**config.mk**
```make
export PLATFORM = sky130hd
export DESIGN_NAME = skip_sub_exec
export DESIGN_NICKNAME = d
export VERILOG_FILES = /design/src/logic/skip_sub_pkg.sv /design/src/logic/skip_sub_exec.sv /design/src/logic/byte_store.sv /design/src/logic/sub_flags.sv
export SDC_FILE = /design/constraint.sdc
export NUM_CORES = 2
export LEC_CHECK = 0
export BUFFER_PORTS_ARGS = -buffer_cell sky130_fd_sc_hd__buf_2
export CAP_MARGIN = 10
export CELL_PAD_IN_SITES_DETAIL_PLACEMENT = 0
export CELL_PAD_IN_SITES_GLOBAL_PLACEMENT = 2
export CORE_ASPECT_RATIO = 0.6
export CORE_MARGIN = 2
export CORE_UTILIZATION = 41
export DETAILED_ROUTE_END_ITERATION = 8
export PLACE_DENSITY = 0.74
export SLEW_MARGIN = 20
export SYNTH_ARGS = -nofsm -noshare
export SYNTH_HDL_FRONTEND = slang
export SYNTH_SLANG_ARGS = --single-unit
export TNS_END_PERCENT = 100
```
**constraint.sdc**
```tcl
create_clock -name pclk -period 15.45 [get_ports pclk]
set_clock_uncertainty 0.05 [all_clocks]
set_input_delay 0 -clock pclk [delete_from_list [all_inputs] [get_ports pclk]]
set_output_delay 0 -clock pclk [all_outputs]
set_load 0.1 [all_outputs]
```
**src/logic/skip_sub_pkg.sv**
```systemverilog
// Shared constants and types for the skip and subtract execution block
package skip_sub_pkg;

  // Register byte offsets
  localparam logic [7:0] OFF_CTRL = 8'h00;
  localparam logic [7:0] OFF_ACC = 8'h04;
  localparam logic [7:0] OFF_FLAGS = 8'h08;
  localparam logic [7:0] OFF_STAT = 8'h0c;
  localparam logic [7:0] OFF_MADDR = 8'h10;
  localparam logic [7:0] OFF_MDATA = 8'h14;
  localparam logic [7:0] OFF_PC = 8'h18;

  // Control register field positions
  localparam int CTRL_OP_LSB = 0;
  localparam int CTRL_BIT_LSB = 4;
  localparam int CTRL_ADDR_LSB = 8;

  // Status register field positions
  localparam int STAT_BUSY_BIT = 0;
  localparam int STAT_SKIP_BIT = 1;
  localparam int STAT_BADOP_BIT = 2;
  localparam int STAT_CYC_LSB = 4;

  // Reset values
  localparam logic [7:0] ACC_RST = 8'h00;
  localparam logic [5:0] FLAGS_RST = 6'h00;
  localparam logic [15:0] PC_RST = 16'h0000;

  // Timing: pclk cycles per instruction cycle
  localparam int INSTR_CLKS = 4;
  localparam logic [3:0] DIV_LAST = 4'(INSTR_CLKS - 1);

  // Instruction codes written into the control register
  localparam logic [2:0] OP_INCR_SKIP_IF_ZERO = 3'h0;
  localparam logic [2:0] OP_INCR_TO_ACC_SKIP_IF_ZERO = 3'h1;
  localparam logic [2:0] OP_SKIP_IF_NONZERO_BIT = 3'h2;
  localparam logic [2:0] OP_SKIP_IF_NONZERO = 3'h3;
  localparam logic [2:0] OP_MINUS_TO_ACC = 3'h4;
  localparam logic [2:0] OP_MINUS_TO_MEMORY = 3'h5;

  typedef enum logic [1:0] {st_idle, st_first, st_second} exec_state_t;

  // Bit 0 is carry, bit 5 is the extended zero flag
  typedef struct packed {
    logic extended_zero_flag;
    logic extended_sign_flag;
    logic arith_range_exceeded_flag;
    logic zero_flag;
    logic half_carry_flag;
    logic carry_flag;
  } flags_t;

  typedef struct packed {
    logic [7:0] addr;
    logic [2:0] bit_sel;
    logic [2:0] op;
  } instr_t;

endpackage

```
**src/logic/skip_sub_exec.sv**
```systemverilog
// Executes increment-skip, nonzero-skip and subtract instructions behind an APB slave
`timescale 1ns/1ps
// How it works
// - incr_skip_if_zero writes the byte plus one back to memory and skips when the new byte is zero.
// - incr_to_acc_skip_if_zero puts the byte plus one in the accumulator, keeps memory, skips on zero.
// - Skip instructions take two instruction cycles, a taken skip advancing pc by two past the next instruction.
// - The bit form of skip_if_nonzero skips when the chosen bit is one and proceeds when it is zero.
// - The byte form of skip_if_nonzero rewrites the byte unchanged and skips when it is nonzero.
// - minus_to_acc loads the accumulator with accumulator minus byte and leaves memory alone.
// - minus_to_memory writes accumulator minus byte back into the addressed byte.
// - Subtraction clears carry on a borrow and sets it when the difference is zero or positive.
// - Subtraction updates range-exceeded, zero, half carry, carry, extended sign and extended zero flags.
module skip_sub_exec #(
  parameter int MEM_DEPTH = 256
) (
  input wire logic pclk,
  input wire logic presetn,
  input wire logic psel,
  input wire logic penable,
  input wire logic pwrite,
  input wire logic [31:0] paddr,
  input wire logic [31:0] pwdata,
  output logic pready,
  output logic [31:0] prdata,
  output logic pslverr,
  output logic busy,
  output logic skip_next,
  output logic [15:0] pc
);
  localparam int AW = $clog2(MEM_DEPTH);

  if (skip_sub_pkg::INSTR_CLKS < 1 || skip_sub_pkg::INSTR_CLKS > 16) begin : g_bad_clks
    $error("skip_sub_exec: INSTR_CLKS must lie in 1..16");
  end

  // The byte store and the address window both rely on a power-of-two depth
  if (MEM_DEPTH < 2 || MEM_DEPTH > 256 || (MEM_DEPTH & (MEM_DEPTH - 1)) != 0) begin : g_bad_depth
    $error("skip_sub_exec: MEM_DEPTH must be a power of two from 2 to 256");
  end

  typedef struct packed {
    skip_sub_pkg::exec_state_t st;
    skip_sub_pkg::instr_t ins;
    logic [7:0] acc;
    skip_sub_pkg::flags_t flg;
    logic [3:0] div;
    logic [15:0] pc;
    logic skip;
    logic bad_op;
    logic busy;
    logic [1:0] cycles;
    logic [7:0] maddr;
    logic pready;
    logic pslverr;
    logic [31:0] prdata;
  } state_t;

  state_t s_q;
  state_t s_d;

  logic mem_we;
  logic [AW-1:0] mem_waddr;
  logic [7:0] mem_wdata;
  logic [7:0] op_byte;
  logic [7:0] win_byte;
  logic [7:0] sub_diff;
  skip_sub_pkg::flags_t sub_flg;

  logic access;
  logic commit;
  logic tick;
  logic [7:0] inc;
  logic [7:0] next_acc;
  logic [7:0] off;

  // Refuses unmapped offsets and writes that would disturb a running instruction
  function automatic logic addr_err(input logic [7:0] a, input logic wr, input logic bsy);
    logic known;
    known = (a == skip_sub_pkg::OFF_CTRL) || (a == skip_sub_pkg::OFF_ACC) ||
            (a == skip_sub_pkg::OFF_FLAGS) || (a == skip_sub_pkg::OFF_STAT) ||
            (a == skip_sub_pkg::OFF_MADDR) || (a == skip_sub_pkg::OFF_MDATA) ||
            (a == skip_sub_pkg::OFF_PC);
    return !known || (wr && bsy && a != skip_sub_pkg::OFF_STAT);
  endfunction

  byte_store #(
    .DEPTH(MEM_DEPTH)
  ) u_mem (
    .pclk(pclk),
    .we(mem_we),
    .waddr(mem_waddr),
    .wdata(mem_wdata),
    .raddr_a(s_q.ins.addr[AW-1:0]),
    .rdata_a(op_byte),
    .raddr_b(s_q.maddr[AW-1:0]),
    .rdata_b(win_byte)
  );

  sub_flags u_sub (
    .minuend(s_q.acc),
    .subtrahend(op_byte),
    .diff(sub_diff),
    .flags(sub_flg)
  );

  always_comb begin
    s_d = s_q;
    mem_we = 1'b0;
    mem_waddr = s_q.ins.addr[AW-1:0];
    mem_wdata = 8'h00;
    next_acc = s_q.acc;
    off = paddr[7:0];
    inc = op_byte + 8'h01;
    tick = (s_q.div == skip_sub_pkg::DIV_LAST);
    // One wait state so that every answer comes from a flip-flop
    access = psel && penable && !s_q.pready;
    commit = psel && penable && s_q.pready && !s_q.pslverr;

    if (s_q.st == skip_sub_pkg::st_idle) begin
      s_d.div = 4'h0;
    end else if (tick) begin
      s_d.div = 4'h0;
    end else begin
      s_d.div = s_q.div + 4'h1;
    end

    s_d.pready = access;
    s_d.pslverr = 1'b0;
    if (access) begin
      s_d.pslverr = addr_err(off, pwrite, s_q.st != skip_sub_pkg::st_idle);
      s_d.prdata = 32'h0000_0000;
      case (off)
        skip_sub_pkg::OFF_CTRL: s_d.prdata[15:0] = {s_q.ins.addr, 1'b0, s_q.ins.bit_sel, 1'b0, s_q.ins.op};
        skip_sub_pkg::OFF_ACC: s_d.prdata[7:0] = s_q.acc;
        skip_sub_pkg::OFF_FLAGS: s_d.prdata[5:0] = s_q.flg;
        skip_sub_pkg::OFF_STAT: begin
          s_d.prdata[skip_sub_pkg::STAT_BUSY_BIT] = (s_q.st != skip_sub_pkg::st_idle);
          s_d.prdata[skip_sub_pkg::STAT_SKIP_BIT] = s_q.skip;
          s_d.prdata[skip_sub_pkg::STAT_BADOP_BIT] = s_q.bad_op;
          s_d.prdata[skip_sub_pkg::STAT_CYC_LSB +: 2] = s_q.cycles;
        end
        skip_sub_pkg::OFF_MADDR: s_d.prdata[7:0] = s_q.maddr;
        skip_sub_pkg::OFF_MDATA: s_d.prdata[7:0] = win_byte;
        skip_sub_pkg::OFF_PC: s_d.prdata[15:0] = s_q.pc;
        default: s_d.prdata = 32'h0000_0000;
      endcase
      // A refused access returns zero so no register contents leak out with the error
      if (s_d.pslverr) begin
        s_d.prdata = 32'h0000_0000;
      end
    end

    // Register writes; busy-time writes were already refused above
    if (commit && pwrite) begin
      case (off)
        skip_sub_pkg::OFF_CTRL: begin
          s_d.ins.op = pwdata[skip_sub_pkg::CTRL_OP_LSB +: 3];
          s_d.ins.bit_sel = pwdata[skip_sub_pkg::CTRL_BIT_LSB +: 3];
          s_d.ins.addr = pwdata[skip_sub_pkg::CTRL_ADDR_LSB +: 8];
          s_d.st = skip_sub_pkg::st_first;
          s_d.div = 4'h0;
          s_d.cycles = 2'd0;
        end
        skip_sub_pkg::OFF_ACC: s_d.acc = pwdata[7:0];
        skip_sub_pkg::OFF_FLAGS: s_d.flg = pwdata[5:0];
        skip_sub_pkg::OFF_MADDR: s_d.maddr = pwdata[7:0];
        skip_sub_pkg::OFF_MDATA: begin
          mem_we = 1'b1;
          mem_waddr = s_q.maddr[AW-1:0];
          mem_wdata = pwdata[7:0];
        end
        skip_sub_pkg::OFF_PC: s_d.pc = pwdata[15:0];
        default: s_d.pc = s_q.pc;
      endcase
    end

    case (s_q.st)
      skip_sub_pkg::st_idle: s_d.div = 4'h0;
      skip_sub_pkg::st_first: begin
        if (tick) begin
          s_d.cycles = 2'd1;
          s_d.skip = 1'b0;
          s_d.bad_op = 1'b0;
          // Skip forms move on to a second instruction cycle
          s_d.st = skip_sub_pkg::st_second;
          case (s_q.ins.op)
            skip_sub_pkg::OP_INCR_SKIP_IF_ZERO: begin
              mem_we = 1'b1;
              mem_wdata = inc;
              s_d.skip = (inc == 8'h00);
            end
            skip_sub_pkg::OP_INCR_TO_ACC_SKIP_IF_ZERO: begin
              next_acc = inc;
              s_d.skip = (inc == 8'h00);
            end
            skip_sub_pkg::OP_SKIP_IF_NONZERO_BIT: begin
              s_d.skip = op_byte[s_q.ins.bit_sel];
            end
            skip_sub_pkg::OP_SKIP_IF_NONZERO: begin
              // Read-modify-write with the same value
              mem_we = 1'b1;
              mem_wdata = op_byte;
              s_d.skip = (op_byte != 8'h00);
            end
            skip_sub_pkg::OP_MINUS_TO_ACC: begin
              next_acc = sub_diff;
              s_d.flg = sub_flg;
              s_d.st = skip_sub_pkg::st_idle;
            end
            skip_sub_pkg::OP_MINUS_TO_MEMORY: begin
              mem_we = 1'b1;
              mem_wdata = sub_diff;
              s_d.flg = sub_flg;
              s_d.st = skip_sub_pkg::st_idle;
            end
            default: begin
              // Unknown codes act as a one-cycle no-op
              s_d.bad_op = 1'b1;
              s_d.st = skip_sub_pkg::st_idle;
            end
          endcase
          s_d.acc = next_acc;
          if (s_d.st == skip_sub_pkg::st_idle) begin
            s_d.pc = s_q.pc + 16'h0001;
          end
        end
      end
      skip_sub_pkg::st_second: begin
        // Flags are never written here, so skips keep them intact
        if (tick) begin
          s_d.cycles = 2'd2;
          s_d.st = skip_sub_pkg::st_idle;
          // A taken skip steps over the following instruction
          s_d.pc = s_q.pc + (s_q.skip ? 16'h0002 : 16'h0001);
        end
      end
      default: s_d.st = skip_sub_pkg::st_idle;
    endcase

    // Kept in its own flip-flop so the pin carries no decode glue
    s_d.busy = (s_d.st != skip_sub_pkg::st_idle);
  end

  always_ff @(posedge pclk or negedge presetn) begin
    if (!presetn) begin
      s_q.st <= skip_sub_pkg::st_idle;
      s_q.ins <= '0;
      s_q.acc <= skip_sub_pkg::ACC_RST;
      s_q.flg <= skip_sub_pkg::FLAGS_RST;
      s_q.div <= 4'h0;
      s_q.pc <= skip_sub_pkg::PC_RST;
      s_q.skip <= 1'b0;
      s_q.bad_op <= 1'b0;
      s_q.busy <= 1'b0;
      s_q.cycles <= 2'd0;
      s_q.maddr <= 8'h00;
      s_q.pready <= 1'b0;
      s_q.pslverr <= 1'b0;
      s_q.prdata <= 32'h0000_0000;
    end else begin
      s_q <= s_d;
    end
  end

  assign pready = s_q.pready;
  assign pslverr = s_q.pslverr;
  assign prdata = s_q.prdata;
  assign busy = s_q.busy;
  assign skip_next = s_q.skip;
  assign pc = s_q.pc;
endmodule // skip_sub_exec

```
**src/logic/byte_store.sv**
```systemverilog
// Data memory with two asynchronous read ports and one write port
`timescale 1ns/1ps
module byte_store #(
  parameter int DEPTH = 256
) (
  input wire logic pclk,
  input wire logic we,
  input wire logic [$clog2(DEPTH)-1:0] waddr,
  input wire logic [7:0] wdata,
  input wire logic [$clog2(DEPTH)-1:0] raddr_a,
  output logic [7:0] rdata_a,
  input wire logic [$clog2(DEPTH)-1:0] raddr_b,
  output logic [7:0] rdata_b
);
  logic [7:0] mem [DEPTH];

  if (DEPTH < 2 || DEPTH > 256 || (DEPTH & (DEPTH - 1)) != 0) begin : g_bad_depth
    $error("byte_store: DEPTH must be a power of two from 2 to 256");
  end

  // No reset: memory contents are undefined until software loads them
  always_ff @(posedge pclk) begin
    if (we) begin
      mem[waddr] <= wdata;
    end
  end

  assign rdata_a = mem[raddr_a];
  assign rdata_b = mem[raddr_b];
endmodule // byte_store

```
**src/logic/sub_flags.sv**
```systemverilog
// Eight-bit subtractor with status flag generation
`timescale 1ns/1ps
module sub_flags (
  input wire logic [7:0] minuend,
  input wire logic [7:0] subtrahend,
  output logic [7:0] diff,
  output skip_sub_pkg::flags_t flags
);
  logic [8:0] wide;
  logic z;
  logic ov;

  always_comb begin
    wide = {1'b0, minuend} - {1'b0, subtrahend};
    diff = wide[7:0];
    z = (wide[7:0] == 8'h00);
    ov = (minuend[7] ^ subtrahend[7]) & (minuend[7] ^ wide[7]);
    flags.carry_flag = ~wide[8];
    flags.half_carry_flag = ~(minuend[3:0] < subtrahend[3:0]);
    flags.zero_flag = z;
    flags.arith_range_exceeded_flag = ov;
    // Signed less-than view of the result
    flags.extended_sign_flag = ov ^ wide[7];
    flags.extended_zero_flag = z;
  end
endmodule // sub_flags

```
==> summary.txt <==
Status
  – Status: completed

Clocking
  – # resized after CTS: 0
  – Clock buffer depth: 4
  – H-tree depth: 4
  – Setup bufs post-CTS: 0
  – Clock sink count: 2129
  – Post-CTS Hold Buffers: 74
  – TritonCTS clock tree: yes
  – Total CTS buffers: 198
  – Clock root buffer: clkbuf_16
  – CTS clock-pin slew for the worst setup and hold paths: about 70 ps
  – Clock latency on the worst-skew pair: 890 ps

Logic synthesis
  – Syn Area/Cell: 18.9 um2
  – Yosys synthesis warning count: 0
  – Synth cell types: 99
  – Largest cells by area after synthesis: edfxtp_1 60%, mux4_2 24%, mux2i_1 2.0%
  – Post-Synth XOR/XNOR Area: 0.129%
  – Sequential fraction of the synthesis area: 62.2%
  – Yosys top cell by area: edfxtp_1
  – EDFF count, synth: 2048
  – Synth top area share: approximately three fifths
  – Fraction of registers with async set/reset: under 10%
  – Post-Syn Area: between 100000 and 150000 um2
  – Post-Synth Adder-Cell Area: 0.304%
  – Largest family of logic cells by synthesized area: multiplexers
  – Syn Inst Count: around 5400
  – Post-synthesis simple-gate area fraction: 3.43%
  – Post-synthesis mux area share: between 20% and 30%
  – Prevailing post-synth register cell: edfxtp_1
  – Synthesis-stage register bit count: 2129
  – Complex-gate fraction of the synthesized area: 3.91%

Finish
  – Post-route cell area: 113000 um2
  – Fillers: 20600
  – Proportion of layout cells with a drive suffix above 1: 32.0%
  – Footprint of the multi-input gates: 36100 um2
  – Most common cell after layout, fill and taps aside: edfxtp_1
  – Reg area: around 64000 um2
  – Synthesis-to-finish area growth: 10.5%
  – Nets@finish: roughly 5600
  – Most frequent cells in the layout: 2048 x edfxtp_1, 1109 x mux4_2, 296 x nor2_1

Setup path
  – Reg2reg start: s_q[88]
  – CP top delay family: buffers and inverters
  – CP max FO: 80
  – Crit path launch type: register
  – Worst Path Arrival: 9780 ps
  – R2R depth: 22
  – Critical Path Stages: 22
  – CP Buf/Inv Count: 5
  – Worst path slowest cell: dfrtp_4
  – CP endpoint kind: register
  – CP startpoint: s_q[88]
  – Crit-path cells: buf_4 -> buf_4 -> buf_4 -> nor2b_1 -> a22oi_1 -> a311o_1 -> and4_1 -> a32oi_1 -> o32a_1 -> ha_1 -> o21ai_0 -> nand2b_1 -> a21oi_1 -> o21bai_1 -> a21o_1 -> a21oi_1 -> fa_1 -> o22ai_1 -> nand3_1 -> o211ai_1 -> buf_4 -> buf_4
  – Max incr delay on CP: 800 ps
  – Most used cell, CP: buf_4
  – Setup CP Type: register to register
  – Worst path required time: 15930 ps

Timing
  – Finish-stage setup viols: 0
  – Max Clk Rate: 108 MHz
  – Crit path time final: 9300 ps
  – Slew @ Worst Pin: 1290 ps
  – RSZ-0062 raised after global routing: false
  – Final slew viol count: 0
  – Share of the clock period used by the worst path: between 60 and 70%
  – Hold Vio Cnt, Final: 0
  – Rel. slew slack: between 10% and 20%
  – Final TNS setup: 0 ps

Die
  – I/O pin cnt: between 100 and 150
  – Die Span X: between 600 and 700 um
  – # rows: 141
  – Die area: 253000 um2
  – Core area: around 250000 um2
  – Initial core utilization: 41.4%
  – DIE HEIGHT: 390 um

GRT
  – Initial antenna violation count: 25
  – Largest net degree at the start of global routing: 113
  – Grt ovf: 0
  – Vias in the first global route: 58200
  – Global-route total usage across every layer: 27.7%
  – First-pass GRT wire length: roughly 480000 um

Route
  – Drt first pass iters: 6
  – Iteration-0 DRC count of the detailed router: 11100
  – Detail Route Antenna Nets: 0
  – Avg Vias per Cell: 6.83
  – WL final: 353000 um
  – Post-route DRC: 0
  – Wire per inst: 39.6 um
  – Vias post-DR: 60900

Placement
  – Gpl congestion: 0.907
  – Port Buffers: 64
  – Placed standard-cell area: around 110000 um2
  – Post-DP HPWL: 231000 um

Hold path
  – Min-Delay Startpoint: psel
  – Hold Path Depth: 6
  – Worst Hold Class: input pin to register

Power
  – VDD IR max: 0.0000962 V
  – Power Density: 103 nW/um2
  – Static Leakage: 35.6 nW

Run
  – Max-cap check violation count: 0
synthesized netlist by cell type (all sizes together), types with 6 or more instances:
cell     number
o221ai       12
or2          10
mux4       1118
inv          21
a221oi       27
a22o         16
a211oi       23
nand2b       19
nor2        336
o21ai       124
o22ai        41
a22oi       129
and3         14
a2111oi       6
nor2b        26
xnor2         8
edfxtp     2048
nand4        15
dfrtp        81
a31oi        27
a21oi        77
ha           20
nor4         13
o41ai         7
nor3         22
mux2i       203
and2         19
or3          16
nand3b       10
o31ai        10
nand2       214
nand3        51
o22a          6
xor2          7
clkbuf      212
mux2         43
o211ai       13
buf         262
per-layer routing:
layer | track usage (%) | vias up | part of all wire [%] | wire length [um]
met3 | 11.0 | 546 | 15 | 53500
li1 | - | 23100 | - | -
met4 | 7.34 | 20 | 3.0 | 10500
met1 | 41.9 | 33000 | 41 | 146000
met5 | 0.763 | - | 0.15 | 518
met2 | 36.7 | 4267 | 40 | 142000
through the flow:
| step | utilization, % | power (mW) | instances | hold WS (ps) | setup slack [ps] |
|---|---|---|---|---|---|
| after detailed placement | 42.8 | 6.81 | 8479 | -67.4 | 6260 |
| final | 45.7 | 11.6 | 8915 | 52.2 | 6150 |
| after global routing | 45.7 | 11.9 | 8908 | 67.1 | 5830 |
| after global placement | 42.8 | 6.81 | 8479 | -75.5 | 6390 |
| after floorplan | - | 6.73 | 5405 | -346 | 64.2 |
| after CTS | 45.7 | 11.6 | 8905 | 21.7 | 6280 |
worst reg2reg max path: stages, from the launching register on:
cell,delay [ps]
dfrtp_4,800
buf_4,690
buf_4,640
buf_4,770
nor2b_1,330
a22oi_1,130
a311o_1,360
and4_1,350
a32oi_1,620
o32a_1,560
ha_1,360
o21ai_0,80
nand2b_1,100
a21oi_1,170
o21bai_1,120
a21o_1,190
a21oi_1,180
fa_1,540
o22ai_1,160
nand3_1,90
o211ai_1,210
buf_4,510
buf_4,800
cells by family (layout without fill, tap and decap cells):
logic type               after synthesis  count (layout)
buffers and inverters                497             710
adder cells (fa/ha/maj)               23              23
other                                  1              24
AND/OR/NAND/NOR                      783             783
flip-flops                          2129            2129
multiplexers                        1364            1364
XOR/XNOR                              15              15
AO/OA/AOI/OAI                        578             578
final timing paths:
kind	slack, ps	end
max	6150	u_mem.mem[0][7]
min	50	s_q[79]
max reg2reg	6150	u_mem.mem[0][7]
min reg2reg	420	s_q[63]
max in group asynchronous	14460	s_q[34]
min in group asynchronous	130	pc[13]
state kept, by name, indices dropped and copies added (netlist names):
| name | count |
|---|---|
| pready | 1 |
| skip_next | 1 |
| u_mem.mem | 2048 |
| pc | 16 |
| busy | 1 |
| s_q | 45 |
| prdata | 16 |
| pslverr | 1 |
power by group:
group / switching, mW / internal [mW] / total, mW
Combinational: 0.295 / 0.0877 / 0.382
Sequential: 0.0649 / 6.25 / 6.32
Clock: 2.22 / 2.71 / 4.94
final cells by class:
cell class	instances	share of cell area, %
Antenna cell	8	0.0177
Clock buffer	253	4.70
Clock inverter	99	0.804
Inverter	23	0.0787
Multi-Input combinational cell	2779	32.0
Sequential cell	2129	56.3
Tap cell	3289	3.65
Timing Repair Buffer	335	2.42
No activity file was read; power rests on OpenSTA's default activity.
